==> config.mk <==
export PLATFORM = sky130hd
export DESIGN_NAME = sys_misc_control_regs
export DESIGN_NICKNAME = d
export VERILOG_FILES = /design/src/core/sys_misc_control_regs.v
export VERILOG_INCLUDE_DIRS = /design/src /design/src/core
export SDC_FILE = /design/constraint.sdc
export NUM_CORES = 1
export LEC_CHECK = 0
export ABC_CLOCK_PERIOD_IN_PS = 6950
export BUFFER_PORTS_ARGS = -buffer_cell sky130_fd_sc_hd__buf_2
export CAP_MARGIN = 15
export CORE_MARGIN = 2
export CORE_UTILIZATION = 60
export CTS_BUF_LIST = sky130_fd_sc_hd__clkbuf_4
export DETAILED_ROUTE_END_ITERATION = 8
export PLACE_DENSITY = 0.85
export SLEW_MARGIN = 20
export SYNTH_ARGS = -nofsm -noshare
export SYNTH_HDL_FRONTEND = slang
export SYNTH_SLANG_ARGS = --single-unit
==> constraint.sdc <==
create_clock -name i_core_clk -period 6.95 [get_ports i_core_clk]
set_input_delay 0.695 -clock i_core_clk [delete_from_list [all_inputs] [get_ports i_core_clk]]
set_output_delay 0.695 -clock i_core_clk [all_outputs]
set_load 0.02 [all_outputs]
==> src/core/sys_misc_consts.vh <==
// Notes on behaviour
// RULE1 - Period zero: no automatic measurements
// RULE2 - Period 1-6 gives 2^(3+n) s; 7 continuous
// RULE3 - Periodic measurement runs awake and asleep
// RULE4 - Supply select: 1 main, 0 battery
// RULE5 - Sleep forces battery supply for sensor
// RULE6 - One-shot start launches measurement when period zero
// RULE7 - One-shot start ignored during sleep
// RULE8 - Hardware clears one-shot bit when done
// RULE9 - Select a picks test output a
// RULE10 - Five-bit select b picks test output b
// RULE11 - Remote selects reset and wake to zero
// RULE12 - Read-only revision word, writes ignored
// RULE13 - Reference to pin unless reference disabled
// RULE14 - Reference disable resets 0, wakes 1
// RULE15 - Supply status encodes supply conditions
// RULE16 - Status 011 blocks flash, may clear fast clock
// RULE17 - Wake timer runs programmed value plus one seconds
// RULE18 - Writing one kicks and restarts watchdog
// RULE19 - Writing zero to kick does nothing
`ifndef SYS_MISC_CONSTS_VH
`define SYS_MISC_CONSTS_VH

// Register offsets are word indexes; byte address = 4 x index
`define OFS_SUPPLY_STATUS   16'h00f9
`define OFS_PROBE_A         16'h2502
`define OFS_PROBE_B         16'h2503
`define OFS_REFERENCE       16'h2704
`define OFS_REVISION        16'h2706
`define OFS_REMOTE_C        16'h2709
`define OFS_REMOTE_AB       16'h270a
`define OFS_WAKEUP_TIMER_LENGTH        16'h2880
`define OFS_TEMP_CFG        16'h28a0
`define OFS_TEMP_CTRL       16'h28b4
`define OFS_STATUS_OUT      16'h2f00

// Field positions
`define BIT_TEMP_SUPPLY     6
`define BIT_ONESHOT         6
`define BIT_KICK            7
`define BIT_REF_PIN         7
`define BIT_REF_DIS         6

// Reset and wake values
`define RST_REF_DIS         1'b0
`define WAKE_REF_DIS        1'b1
`define RST_REMOTE          3'h0

// Supply codes
`define SUPPLY_FLASH_BLOCK  3'h3

// Timing: one second at 25 MHz
`define CLK_HZ              25000000
`define SECOND_CYCLES       (`CLK_HZ)
`define PERIOD_SHIFT_BASE   3

// Arbitrary neutral revision value
`define REVISION_CODE       8'h5a

`endif

==> src/core/sys_misc_control_regs.v <==
// Our own choice: the Avalon-MM slave port.
`timescale 1ns/100ps
`include "sys_misc_consts.vh"

module sys_misc_control_regs #(
    parameter SECOND_CYCLES = `SECOND_CYCLES
) (
    input  wire        i_core_clk,
    input  wire        i_reset,
    input  wire [15:0] i_avs_address,
    input  wire        i_avs_read,
    input  wire        i_avs_write,
    input  wire [31:0] i_avs_writedata,
    input  wire [3:0]  i_avs_byteenable,
    input  wire        i_sleep_mode,
    input  wire        i_wake_event,
    input  wire [2:0]  i_supply_status,
    input  wire        i_supply_trim_fuse,
    input  wire        i_temp_meas_done,
    input  wire [31:0] i_test_signals_a,
    input  wire [31:0] i_test_signals_b,
    output reg  [31:0] o_avs_readdata,
    output reg         o_avs_waitrequest,
    output reg         o_temp_meas_start,
    output reg         o_temp_sensor_supply_main,
    output reg         o_test_output_a,
    output reg         o_test_output_b,
    output reg  [2:0]  o_remote_probe_select_a,
    output reg  [2:0]  o_remote_probe_select_b,
    output reg  [2:0]  o_remote_probe_select_c,
    output reg         o_reference_pin_output,
    output reg         o_reference_disable,
    output reg         o_flash_write_block,
    output reg         o_fast_clock_clear,
    output reg         o_watchdog_restart,
    output reg  [7:0]  o_wakeup_timer_length,
    output reg  [15:0] o_wakeup_timer_cycles_hi
);

    // Synchronised pin inputs
    reg  [1:0]  sleep_sync;
    reg  [1:0]  wake_sync;
    reg  [1:0]  done_sync;
    reg  [1:0]  fuse_sync;
    reg  [2:0]  supply_meta;
    reg  [2:0]  supply_s;
    reg  [31:0] test_a_meta;
    reg  [31:0] test_a_s;
    reg  [31:0] test_b_meta;
    reg  [31:0] test_b_s;
    reg         done_prev;

    // Registers
    reg  [5:0]  test_probe_select_a;
    reg  [4:0]  test_probe_select_b;
    reg         reference_pin_output;
    reg         reference_disable;
    reg  [2:0]  remote_probe_select_a;
    reg  [2:0]  remote_probe_select_b;
    reg  [2:0]  remote_probe_select_c;
    reg  [7:0]  wakeup_timer_length;
    reg  [2:0]  temp_interval;
    reg         temp_sensor_supply_sel;
    reg         temp_oneshot_request;

    // Scheduler
    reg  [31:0] tick_count;
    reg  [9:0]  second_count;
    reg         meas_busy;
    reg         bus_done;

    wire        sleep_s  = sleep_sync[1];
    wire        wake_s   = wake_sync[1];
    wire        done_s   = done_sync[1];
    wire        done_rise = done_s & ~done_prev;
    wire        access   = (i_avs_read | i_avs_write) & ~bus_done;
    wire        wr       = i_avs_write & ~bus_done & i_avs_byteenable[0];
    wire [15:0] index    = {2'h0, i_avs_address[15:2]};
    wire [7:0]  wd       = i_avs_writedata[7:0];
    reg  [31:0] next_readdata;

    // Control-byte strobes and the one-second wrap
    wire        ctrl_wr     = wr & (index == `OFS_TEMP_CTRL);
    wire        oneshot_wr  = ctrl_wr & wd[`BIT_ONESHOT];
    wire        kick_wr     = ctrl_wr & wd[`BIT_KICK];
    wire        second_wrap = (tick_count == SECOND_CYCLES - 1);

    // Period length in seconds; zero means none, all-ones continuous
    function [9:0] period_seconds;
        input [2:0] field;
        begin
            period_seconds = 10'h001 << (`PERIOD_SHIFT_BASE + field);
        end
    endfunction

    // Supply code that blocks flash writes
    function supply_blocks_flash;
        input [2:0] code;
        begin
            supply_blocks_flash = (code == `SUPPLY_FLASH_BLOCK);
        end
    endfunction

    // Two-flop synchronisers; first stage read only by second
    always @(posedge i_core_clk) begin
        sleep_sync  <= {sleep_sync[0], i_sleep_mode};
        wake_sync   <= {wake_sync[0], i_wake_event};
        done_sync   <= {done_sync[0], i_temp_meas_done};
        fuse_sync   <= {fuse_sync[0], i_supply_trim_fuse};
    end

    // Word synchronisers; the supply code must settle slower than two cycles
    always @(posedge i_core_clk) begin
        supply_meta <= i_supply_status;
        supply_s    <= supply_meta;
        test_a_meta <= i_test_signals_a;
        test_a_s    <= test_a_meta;
        test_b_meta <= i_test_signals_b;
        test_b_s    <= test_b_meta;
    end

    // Edge detect on the synchronised done; idles low like its pin
    always @(posedge i_core_clk) begin
        done_prev <= done_s;
    end

    // Bus handshake: one wait cycle, answer on second
    // A request still held at its answer is not taken twice
    always @(posedge i_core_clk) begin
        if (i_reset) begin
            bus_done          <= 1'b0;
            o_avs_waitrequest <= 1'b1;
        end else begin
            bus_done          <= access;
            o_avs_waitrequest <= ~access;
        end
    end

    // Read decode; unmapped reads zero
    always @* begin
        next_readdata = 32'h0;
        case (index)
            // RULE15 status readback
            `OFS_SUPPLY_STATUS: next_readdata[2:0] = supply_s;
            `OFS_PROBE_A:       next_readdata[5:0] = test_probe_select_a;
            `OFS_PROBE_B:       next_readdata[4:0] = test_probe_select_b;
            `OFS_REFERENCE:     next_readdata[7:6] = {reference_pin_output, reference_disable};
            // RULE12 fixed revision
            `OFS_REVISION:      next_readdata[7:0] = `REVISION_CODE;
            `OFS_REMOTE_C:      next_readdata[2:0] = remote_probe_select_c;
            `OFS_REMOTE_AB:     next_readdata[7:0] = {1'b0, remote_probe_select_b,
                                                      1'b0, remote_probe_select_a};
            `OFS_WAKEUP_TIMER_LENGTH:      next_readdata[7:0] = wakeup_timer_length;
            `OFS_TEMP_CFG:      next_readdata[7:0] = {1'b0, temp_sensor_supply_sel,
                                                      3'h0, temp_interval};
            // RULE19 kick bit reads zero
            `OFS_TEMP_CTRL:     next_readdata[7:0] = {1'b0, temp_oneshot_request, 6'h0};
            // Guard flags, read only
            `OFS_STATUS_OUT:    next_readdata[1:0] = {o_fast_clock_clear, o_flash_write_block};
            default:            next_readdata = 32'h0;
        endcase
    end

    // Read data held until the next access
    always @(posedge i_core_clk) begin
        if (i_reset) begin
            o_avs_readdata <= 32'h0;
        end else if (access) begin
            o_avs_readdata <= next_readdata;
        end
    end

    // Register writes with wake values
    always @(posedge i_core_clk) begin
        if (i_reset) begin
            test_probe_select_a    <= 6'h00;
            test_probe_select_b    <= 5'h00;
            reference_pin_output   <= 1'b0;
            reference_disable      <= `RST_REF_DIS;
            remote_probe_select_a  <= `RST_REMOTE;
            remote_probe_select_b  <= `RST_REMOTE;
            remote_probe_select_c  <= `RST_REMOTE;
            wakeup_timer_length    <= 8'h00;
            temp_interval          <= 3'h0;
            temp_sensor_supply_sel <= 1'b0;
        end else if (wake_s) begin
            // Wake values win over a write in the same cycle
            // RULE11 remote selects wake zero
            remote_probe_select_a <= `RST_REMOTE;
            remote_probe_select_b <= `RST_REMOTE;
            remote_probe_select_c <= `RST_REMOTE;
            reference_pin_output  <= 1'b0;
            // RULE14 disable set on wake
            reference_disable     <= `WAKE_REF_DIS;
        end else if (wr) begin
            case (index)
                `OFS_PROBE_A:   test_probe_select_a <= wd[5:0];
                `OFS_PROBE_B:   test_probe_select_b <= wd[4:0];
                `OFS_REFERENCE: begin
                    reference_pin_output <= wd[`BIT_REF_PIN];
                    reference_disable    <= wd[`BIT_REF_DIS];
                end
                `OFS_REMOTE_C:  remote_probe_select_c <= wd[2:0];
                `OFS_REMOTE_AB: begin
                    remote_probe_select_a <= wd[2:0];
                    remote_probe_select_b <= wd[6:4];
                end
                `OFS_WAKEUP_TIMER_LENGTH:  wakeup_timer_length <= wd;
                `OFS_TEMP_CFG: begin
                    temp_interval          <= wd[2:0];
                    temp_sensor_supply_sel <= wd[`BIT_TEMP_SUPPLY];
                end
                // RULE12 revision and status have no write path
                default: ;
            endcase
        end
    end

    // One-shot request: set by write, cleared by hardware when done
    always @(posedge i_core_clk) begin
        if (i_reset) begin
            temp_oneshot_request <= 1'b0;
        end else if (oneshot_wr && temp_interval == 3'h0 && !sleep_s) begin
            // RULE6 RULE7 launch unless asleep
            temp_oneshot_request <= 1'b1;
        end else if (done_rise) begin
            // RULE8 clear on completion
            temp_oneshot_request <= 1'b0;
        end
    end

    // One-second prescaler, free running in every power mode
    always @(posedge i_core_clk) begin
        if (i_reset) begin
            tick_count <= 32'h0;
        end else if (second_wrap) begin
            tick_count <= 32'h0;
        end else begin
            tick_count <= tick_count + 32'h1;
        end
    end

    // Measurement scheduler; counts seconds in every power mode
    always @(posedge i_core_clk) begin
        if (i_reset) begin
            second_count      <= 10'h000;
            meas_busy         <= 1'b0;
            o_temp_meas_start <= 1'b0;
        end else begin
            o_temp_meas_start <= 1'b0;
            // A slow measurement delays the next start; the interval restarts there
            if (second_wrap) begin
                second_count <= second_count + 10'h001;
            end
            if (done_rise) begin
                meas_busy <= 1'b0;
            end
            if (!meas_busy && !o_temp_meas_start) begin
                // RULE1 RULE3 zero period runs only one-shots
                if (temp_interval == 3'h0) begin
                    // RULE7 a request never starts while asleep
                    if (temp_oneshot_request && !sleep_s) begin
                        meas_busy         <= 1'b1;
                        o_temp_meas_start <= 1'b1;
                    end
                // RULE2 continuous back to back
                end else if (temp_interval == 3'h7) begin
                    meas_busy         <= 1'b1;
                    o_temp_meas_start <= 1'b1;
                // RULE2 power-of-two interval
                end else if (second_count >= period_seconds(temp_interval)) begin
                    second_count      <= 10'h000;
                    meas_busy         <= 1'b1;
                    o_temp_meas_start <= 1'b1;
                end
            end
        end
    end

    // Sensor supply; sleep overrides the select bit
    always @(posedge i_core_clk) begin
        if (i_reset) begin
            o_temp_sensor_supply_main <= 1'b0;
        end else begin
            // RULE4 RULE5 sleep forces battery
            o_temp_sensor_supply_main <= temp_sensor_supply_sel & ~sleep_s;
        end
    end

    // Probe outputs; a probe lags its pin by three cycles
    always @(posedge i_core_clk) begin
        if (i_reset) begin
            o_test_output_a         <= 1'b0;
            o_test_output_b         <= 1'b0;
            o_remote_probe_select_a <= 3'h0;
            o_remote_probe_select_b <= 3'h0;
            o_remote_probe_select_c <= 3'h0;
        end else begin
            // RULE9 only 32 signals; top select bit unused
            o_test_output_a         <= test_a_s[test_probe_select_a[4:0]];
            // RULE10 select b
            o_test_output_b         <= test_b_s[test_probe_select_b];
            // RULE11 remote selects forwarded
            o_remote_probe_select_a <= remote_probe_select_a;
            o_remote_probe_select_b <= remote_probe_select_b;
            o_remote_probe_select_c <= remote_probe_select_c;
        end
    end

    // Reference routing
    always @(posedge i_core_clk) begin
        if (i_reset) begin
            o_reference_pin_output <= 1'b0;
            o_reference_disable    <= 1'b0;
        end else begin
            // RULE13 disable overrides pin routing
            o_reference_pin_output <= reference_pin_output & ~reference_disable;
            o_reference_disable    <= reference_disable;
        end
    end

    // Supply guards; follow the synchronised code with no hysteresis
    always @(posedge i_core_clk) begin
        if (i_reset) begin
            o_flash_write_block <= 1'b0;
            o_fast_clock_clear  <= 1'b0;
        end else begin
            // RULE16 flash block and fast clock clear
            o_flash_write_block <= supply_blocks_flash(supply_s);
            o_fast_clock_clear  <= supply_blocks_flash(supply_s) & fuse_sync[1];
        end
    end

    // Watchdog pulse and wake timer length
    always @(posedge i_core_clk) begin
        if (i_reset) begin
            o_watchdog_restart       <= 1'b0;
            o_wakeup_timer_length    <= 8'h00;
            o_wakeup_timer_cycles_hi <= 16'h0000;
        end else begin
            // RULE18 RULE19 pulse only on a one
            o_watchdog_restart       <= kick_wr;
            // RULE17 duration is value plus one seconds
            o_wakeup_timer_length    <= wakeup_timer_length;
            o_wakeup_timer_cycles_hi <= {8'h00, wakeup_timer_length} + 16'h0001;
        end
    end

endmodule // sys_misc_control_regs

Yosys cells after proc, flatten, opt, wreduce, memory -nomap -nowiden
Index checks and enable logic that the tools add are counted.
Word-level totals
  bits in registers: 273
  latch bits: 0
  memory bits (writable): 0
  bits in read-only memories: 0
  input bits: 127
  output and inout port bits: 75
  word-level logic and storage cells: 133
  memories: 0
Operators by class
  add/subtract/negate cells: 4
  multipliers: 0
  divide/modulo/power cells: 0
  order comparisons: 3
  equality and inequality tests: 14
  shift-type cells: 1
  muxes and demuxes: 29
  bitwise operators: 18
  reduce and logical (&&, ||, !) cells: 22
Operator list (number)
  == test 14 bit (second input constant): 10
  two-way mux 10 bit: 5
  adder 32 x 1 -> 32 bit (second input constant): 1
  == test 32 x 25 -> 1 bit (second input constant): 1
  case mux 2 bit (9 select lines): 1
  two-way mux 1 bit: 17
  == test 14 x 8 -> 1 bit (second input constant): 1
  < comparator 5 x 6 -> 1 bit (second input constant): 2
  case mux 2 bit (6 select lines): 1
  AND reduction 3 bit: 4
  adder 10 x 1 -> 10 bit (second input constant): 1
  AND 1 bit: 10
  binary-select mux 1 bit (select 5 bit): 2
  >= comparator 10 bit: 1
  case mux 2 bit (5 select lines): 1
  << shifter 1 x 4 -> 10 bit (first input constant): 1
  adder 8 x 1 -> 9 bit (second input constant): 1
  AND reduction 2 bit: 4
  NOT 1 bit: 7
  case mux 1 bit (7 select lines): 1
  nonzero test 2 bit: 3
  OR reduction 2 bit: 3
  adder 2 x 3 -> 4 bit (first input constant): 1
  logical AND 1 bit: 4
  6 further kinds: 8

Longest topological paths before layout
  word-level depth: 8
  depth in mapped cells: 10
  depth with buffers taken out: 8

Worst setup path after synthesis
OpenSTA, ideal clock, no wires.
  path type: reg-to-reg
  start point: register temp_interval[1]
  end point: register second_count[0]
  arrival: 2322 ps
  setup slack: 4563 ps
  stages on the path, launching flop included: 10
  buffers on the path: 2
  period minus slack after synthesis: 2387 ps
  cells stage by stage: dfxtp_1 clkbuf_1 or3b_2 ha_1 a21oi_1 o21ai_0 a221o_1 o31a_1 clkbuf_1 nor2_1
Between the ends
  cells in the longest elaborated chain, start to end: 7
  elaborated cells on any way between the ends: 9
RTL lines
  start, declared: line sys_misc_control_regs.v:62  | reg [2:0] temp_interval;
  start signal, assigned: line sys_misc_control_regs.v:210  | temp_interval <= wd[2:0];
  adder 2 x 3 -> 4 bit (no source line)
  << shifter 1 x 4 -> 10 bit: line sys_misc_control_regs.v:92  | period_seconds = 10'h001 << (`PERIOD_SHIFT_BASE + field);
  >= comparator 10 bit: line sys_misc_control_regs.v:271  | end else if (second_count >= period_seconds(temp_interval)) begin
  two-way mux 10 bit: line sys_misc_control_regs.v:271
  two-way mux 10 bit: line sys_misc_control_regs.v:267  | end else if (temp_interval == 3'h7) begin
  two-way mux 10 bit *: line sys_misc_control_regs.v:260  | if (temp_interval == 3'h0) begin
  two-way mux 10 bit *: line sys_misc_control_regs.v:258  | if (!meas_busy && !o_temp_meas_start) begin
  end signal, assigned: line sys_misc_control_regs.v:253  | second_count <= second_count + 10'h001;
  end, declared: line sys_misc_control_regs.v:68  | reg [9:0] second_count;
Mark *: on every way between the ends. The rest lies on a longest branch, timed or not.
A chain may end at the register's enable or synchronous reset.

Final worst setup path
  start point: register temp_interval[1]
  end point: register second_count[7]
Same word-level chain as after synthesis.

==> flow_summary_export.csv <==
group,metric,value,unit
status,outcome,"finished, final reports clean",
flow_run,maxCapViolations,0,
grt,grt_use_met1,0.290,
clock_tree,ctsHoldBuffers,0,
critical_path,critical_path.max_fanout,10,
timing,layout_setup_ws,4.44,ns
clock_tree,post_cts_resize_count,0,
synthesis,synth-seq-cells,266,
cells_and_area,layout-drive-gt1-share,0.275,
critical_path,worst_setup_path_endpoint,"second_count[7]",
critical_path,critical_path.startpoint_type,"flop",
grt,grt_use_met2,0.404,
cells_and_area,final-instance-count-excl-fill,1229,
synthesis,syn_area_per_cell,11.4,µm²
routing,first_pass_iters,5,
clock_tree,post_cts.repair.setup_buffers,0,
critical_path,cp_data_required_time,7.52,ns
routing,avgRoutedWirePerCell,15.8,µm
placement,routabilityCongestion,0.898,
placement,dp.final_hpwl,13.3,mm
timing,drv_slew,0,
timing,rsz0062_at_grt,"false",
clock_tree,clkSinkCount,266,
clock_tree,cts_root_buffer,"clkbuf_4",
critical_path,worstRegToRegCells,7,
timing,report.final.setup_viol,0,
grt,maximum_number_of_pins_on_one_net_before_global_route_repair,62,
synthesis,synth_area_leader_cell,"dfxtp_1",
synthesis,postSynthCellCount,807,
routing,route.final.wire_length,19.5,mm
grt,grt_first_pass_wirelength,31.5,mm
timing,tightest_slew,0.993,ns
floorplan,initial_utilization,0.609,
floorplan,coreArea,15100,µm²
placement,dp.cells,1110,
floorplan,die_area,16300,µm²
floorplan,chipHeight,128,µm
critical_path,critical_path.reg2reg.endpoint,"second_count[7]",
synthesis,netlist_top_cells_area,"dfxtp_1, mux2i_1, mux4_2",
synthesis,postSynth.topFlopCell,"dfxtp_1",
critical_path,crit_slowest_cell,"dfxtp_1",
synthesis,synthesis_warning_total,0,
cells_and_area,finish.net_count,1131,
synthesis,synth.top_cells.by_count,"dfxtp_1, nor2_1, mux2i_1",
power,power_density,278,nW/µm²
timing,achievable-frequency,399,MHz
clock_tree,clk_pin_slew_worst_paths,0.08,ns
synthesis,synth-edff-count,0,
grt,most_used_layer_global_route,"met2",
critical_path,worstReg2RegStart,"temp_interval[1]",
power,peak_supply_drop,0.254,mV
cells_and_area,area.growth.synth_to_final,17.1,%
critical_path,cp.arrival,3.07,ns
routing,via_per_inst,5.31,
timing,maxSlewHeadroom,0.329,
critical_path,slowest_delay,0.50,ns
routing,first_iter_violations,403,
routing,detailroute.via_count,6529,
synthesis,mappedNetlistArea,9190,µm²
placement,place.port_buffers,141,
grt,antenna_found_initial,2,
timing,finalHoldViolCount,0,
critical_path,startpoint,"temp_interval[1]",
grt,global_route.overflow_total,0,
routing,drtAntennaViolNets,0,
synthesis,yosys.cell_count.top_type,"dfxtp_1",
clock_tree,numCtsBuffers,67,
floorplan,i_o_pin_count,202,
critical_path,timing.setup.critical_path_class,"flop to flop",
timing,setup_total_negative_slack,0,ns
min_path,hp-class,"input port to flop",
grt,grt_util_all_layers,0.245,
floorplan,die_width,128,µm
clock_tree,cts_tree,"yes",
grt,grt.met3_usage,0.0818,
grt,first_global_vias,6475,
power,p_leak,4.52,nW
synthesis,synth_top_area_frac,0.579,
timing,clock_skew,0.0336,ns
routing,route.detailed.drc,0,
synthesis,synth-seq-area-share,0.579,
critical_path,setup.worst_path.end_class,"flop",
clock_tree,worstSkewPairLatency,0.66,ns
floorplan,num_rows,45,
timing,period_minus_slack,2.51,ns
critical_path,timing.critical_path.cells,"or3b_2 > ha_1 > a21oi_1 > o21ai_0 > a221o_1 > o31a_1 > nor2_1",
critical_path,setup.reg_to_reg.worst_slack,4.44,ns
synthesis,synth-async-reset-ratio,0,
timing,final.period_utilization,0.361,
clock_tree,cts-root-to-sink-buffers,3,
clock_tree,htreeDepth,3,
placement,preCtsSetupSlack,4.31,ns
synthesis,yosysUniqueCellTypes,62,
-- logic make-up (layout without fill, tap and decap cells) --
| logic type | Yosys count | count (layout) | share of synthesized area |
|---|---|---|---|
| xor+xnor | 45 | 45 | 0.0429 |
| buf+inv | 68 | 267 | 0.0433 |
| flops | 266 | 266 | 0.579 |
| fa+ha+maj | 13 | 13 | 0.0177 |
| mux | 65 | 65 | 0.0957 |
| compound gates | 51 | 51 | 0.0387 |
| other cells | 2 | 37 | 0.000817 |
| simple gates | 297 | 297 | 0.181 |
-- routing by layer --
| layer | part of all wire | wire length (µm) |
|---|---|---|
| met1 | 0.40 | 7870 |
| met2 | 0.49 | 9470 |
| met3 | 0.079 | 1530 |
| met4 | 0.031 | 611 |
| met5 | 0 | 0 |
-- per-stage QoR --
step	utilization	total power, W	instance area [µm²]	hold WS [ns]
floorplan	-	0.00169	9310	0.310
global placement	0.656	0.00172	9890	0.311
detailed placement	0.656	0.00172	9890	0.312
CTS	0.713	0.00303	10800	0.0782
global route	0.713	0.00312	10800	0.0773
finish	0.713	0.00299	10800	0.130
-- how the worst min path moves through the flow --
stage / start / end / slack [ns] / cells past startpoint
floorplan: done_sync[0] / done_sync[1] / 0.31 / 0
global placement: test_a_meta[6] / test_a_s[6] / 0.31 / 0
detailed placement: test_a_meta[5] / test_a_s[5] / 0.31 / 0
CTS: i_test_signals_a[3] / test_a_meta[3] / 0.08 / 1
global route: i_test_signals_a[3] / test_a_meta[3] / 0.08 / 1
finish: i_test_signals_a[3] / test_a_meta[3] / 0.13 / 1
-- where the power goes --
group          total, W  switching [W]  internal, W
clock           0.00130       0.000602     0.000696
combinational  0.000105      0.0000660    0.0000386
sequential      0.00159      0.0000155      0.00157
total           0.00299       0.000683      0.00231
-- placed cells by master, fill, tap and decap left out, types with 5 or more instances in the layout --
cell / count
a21oi_1: 11
and2_1: 9
and3_1: 16
and4_1: 10
buf_2: 141
clkbuf_4: 99
clkinv_1: 8
conb_1: 34
dfxtp_1: 266
ha_1: 13
inv_1: 9
mux2i_1: 44
mux4_2: 18
nand2_1: 29
nand3_1: 21
nand3b_1: 5
nand4_1: 18
nor2_1: 101
nor2b_1: 23
nor3_1: 9
nor3b_1: 7
nor4_1: 14
nor4b_1: 7
o21ai_0: 9
xnor2_1: 26
xor2_1: 19
-- worst max-delay path: cells and delay by family, from the launching register on --
kind / cells / cell delay, ns
AO/OA/AOI/OAI: 4 / 1.01
AND/OR/NAND/NOR: 2 / 0.62
flip-flops: 1 / 0.50
adder cells (fa/ha/maj): 1 / 0.31
-- flip-flops by register name (all words and copies together) (netlist names), 5 cells and up --
| signal | count |
|---|---|
| o_wakeup_timer_length | 8 |
| second_count | 10 |
| test_probe_select_b | 5 |
| test_a_s | 32 |
| test_b_s | 32 |
| o_avs_readdata | 8 |
| wakeup_timer_length | 8 |
| test_b_meta | 32 |
| test_a_meta | 32 |
| test_probe_select_a | 6 |
| tick_count | 32 |
| o_wakeup_timer_cycles_hi | 9 |
-- cell type report --
class,instances,area [µm²]
diodes,3,7.51
clock buffers,99,743
clock inverters,17,116
fillers,1082,4330
inverters,9,33.8
multi-input cells,505,3590
flip-flops and latches,266,5330
well taps,188,235
repair buffers,142,713
No activity file was read; power rests on OpenSTA's default activity.
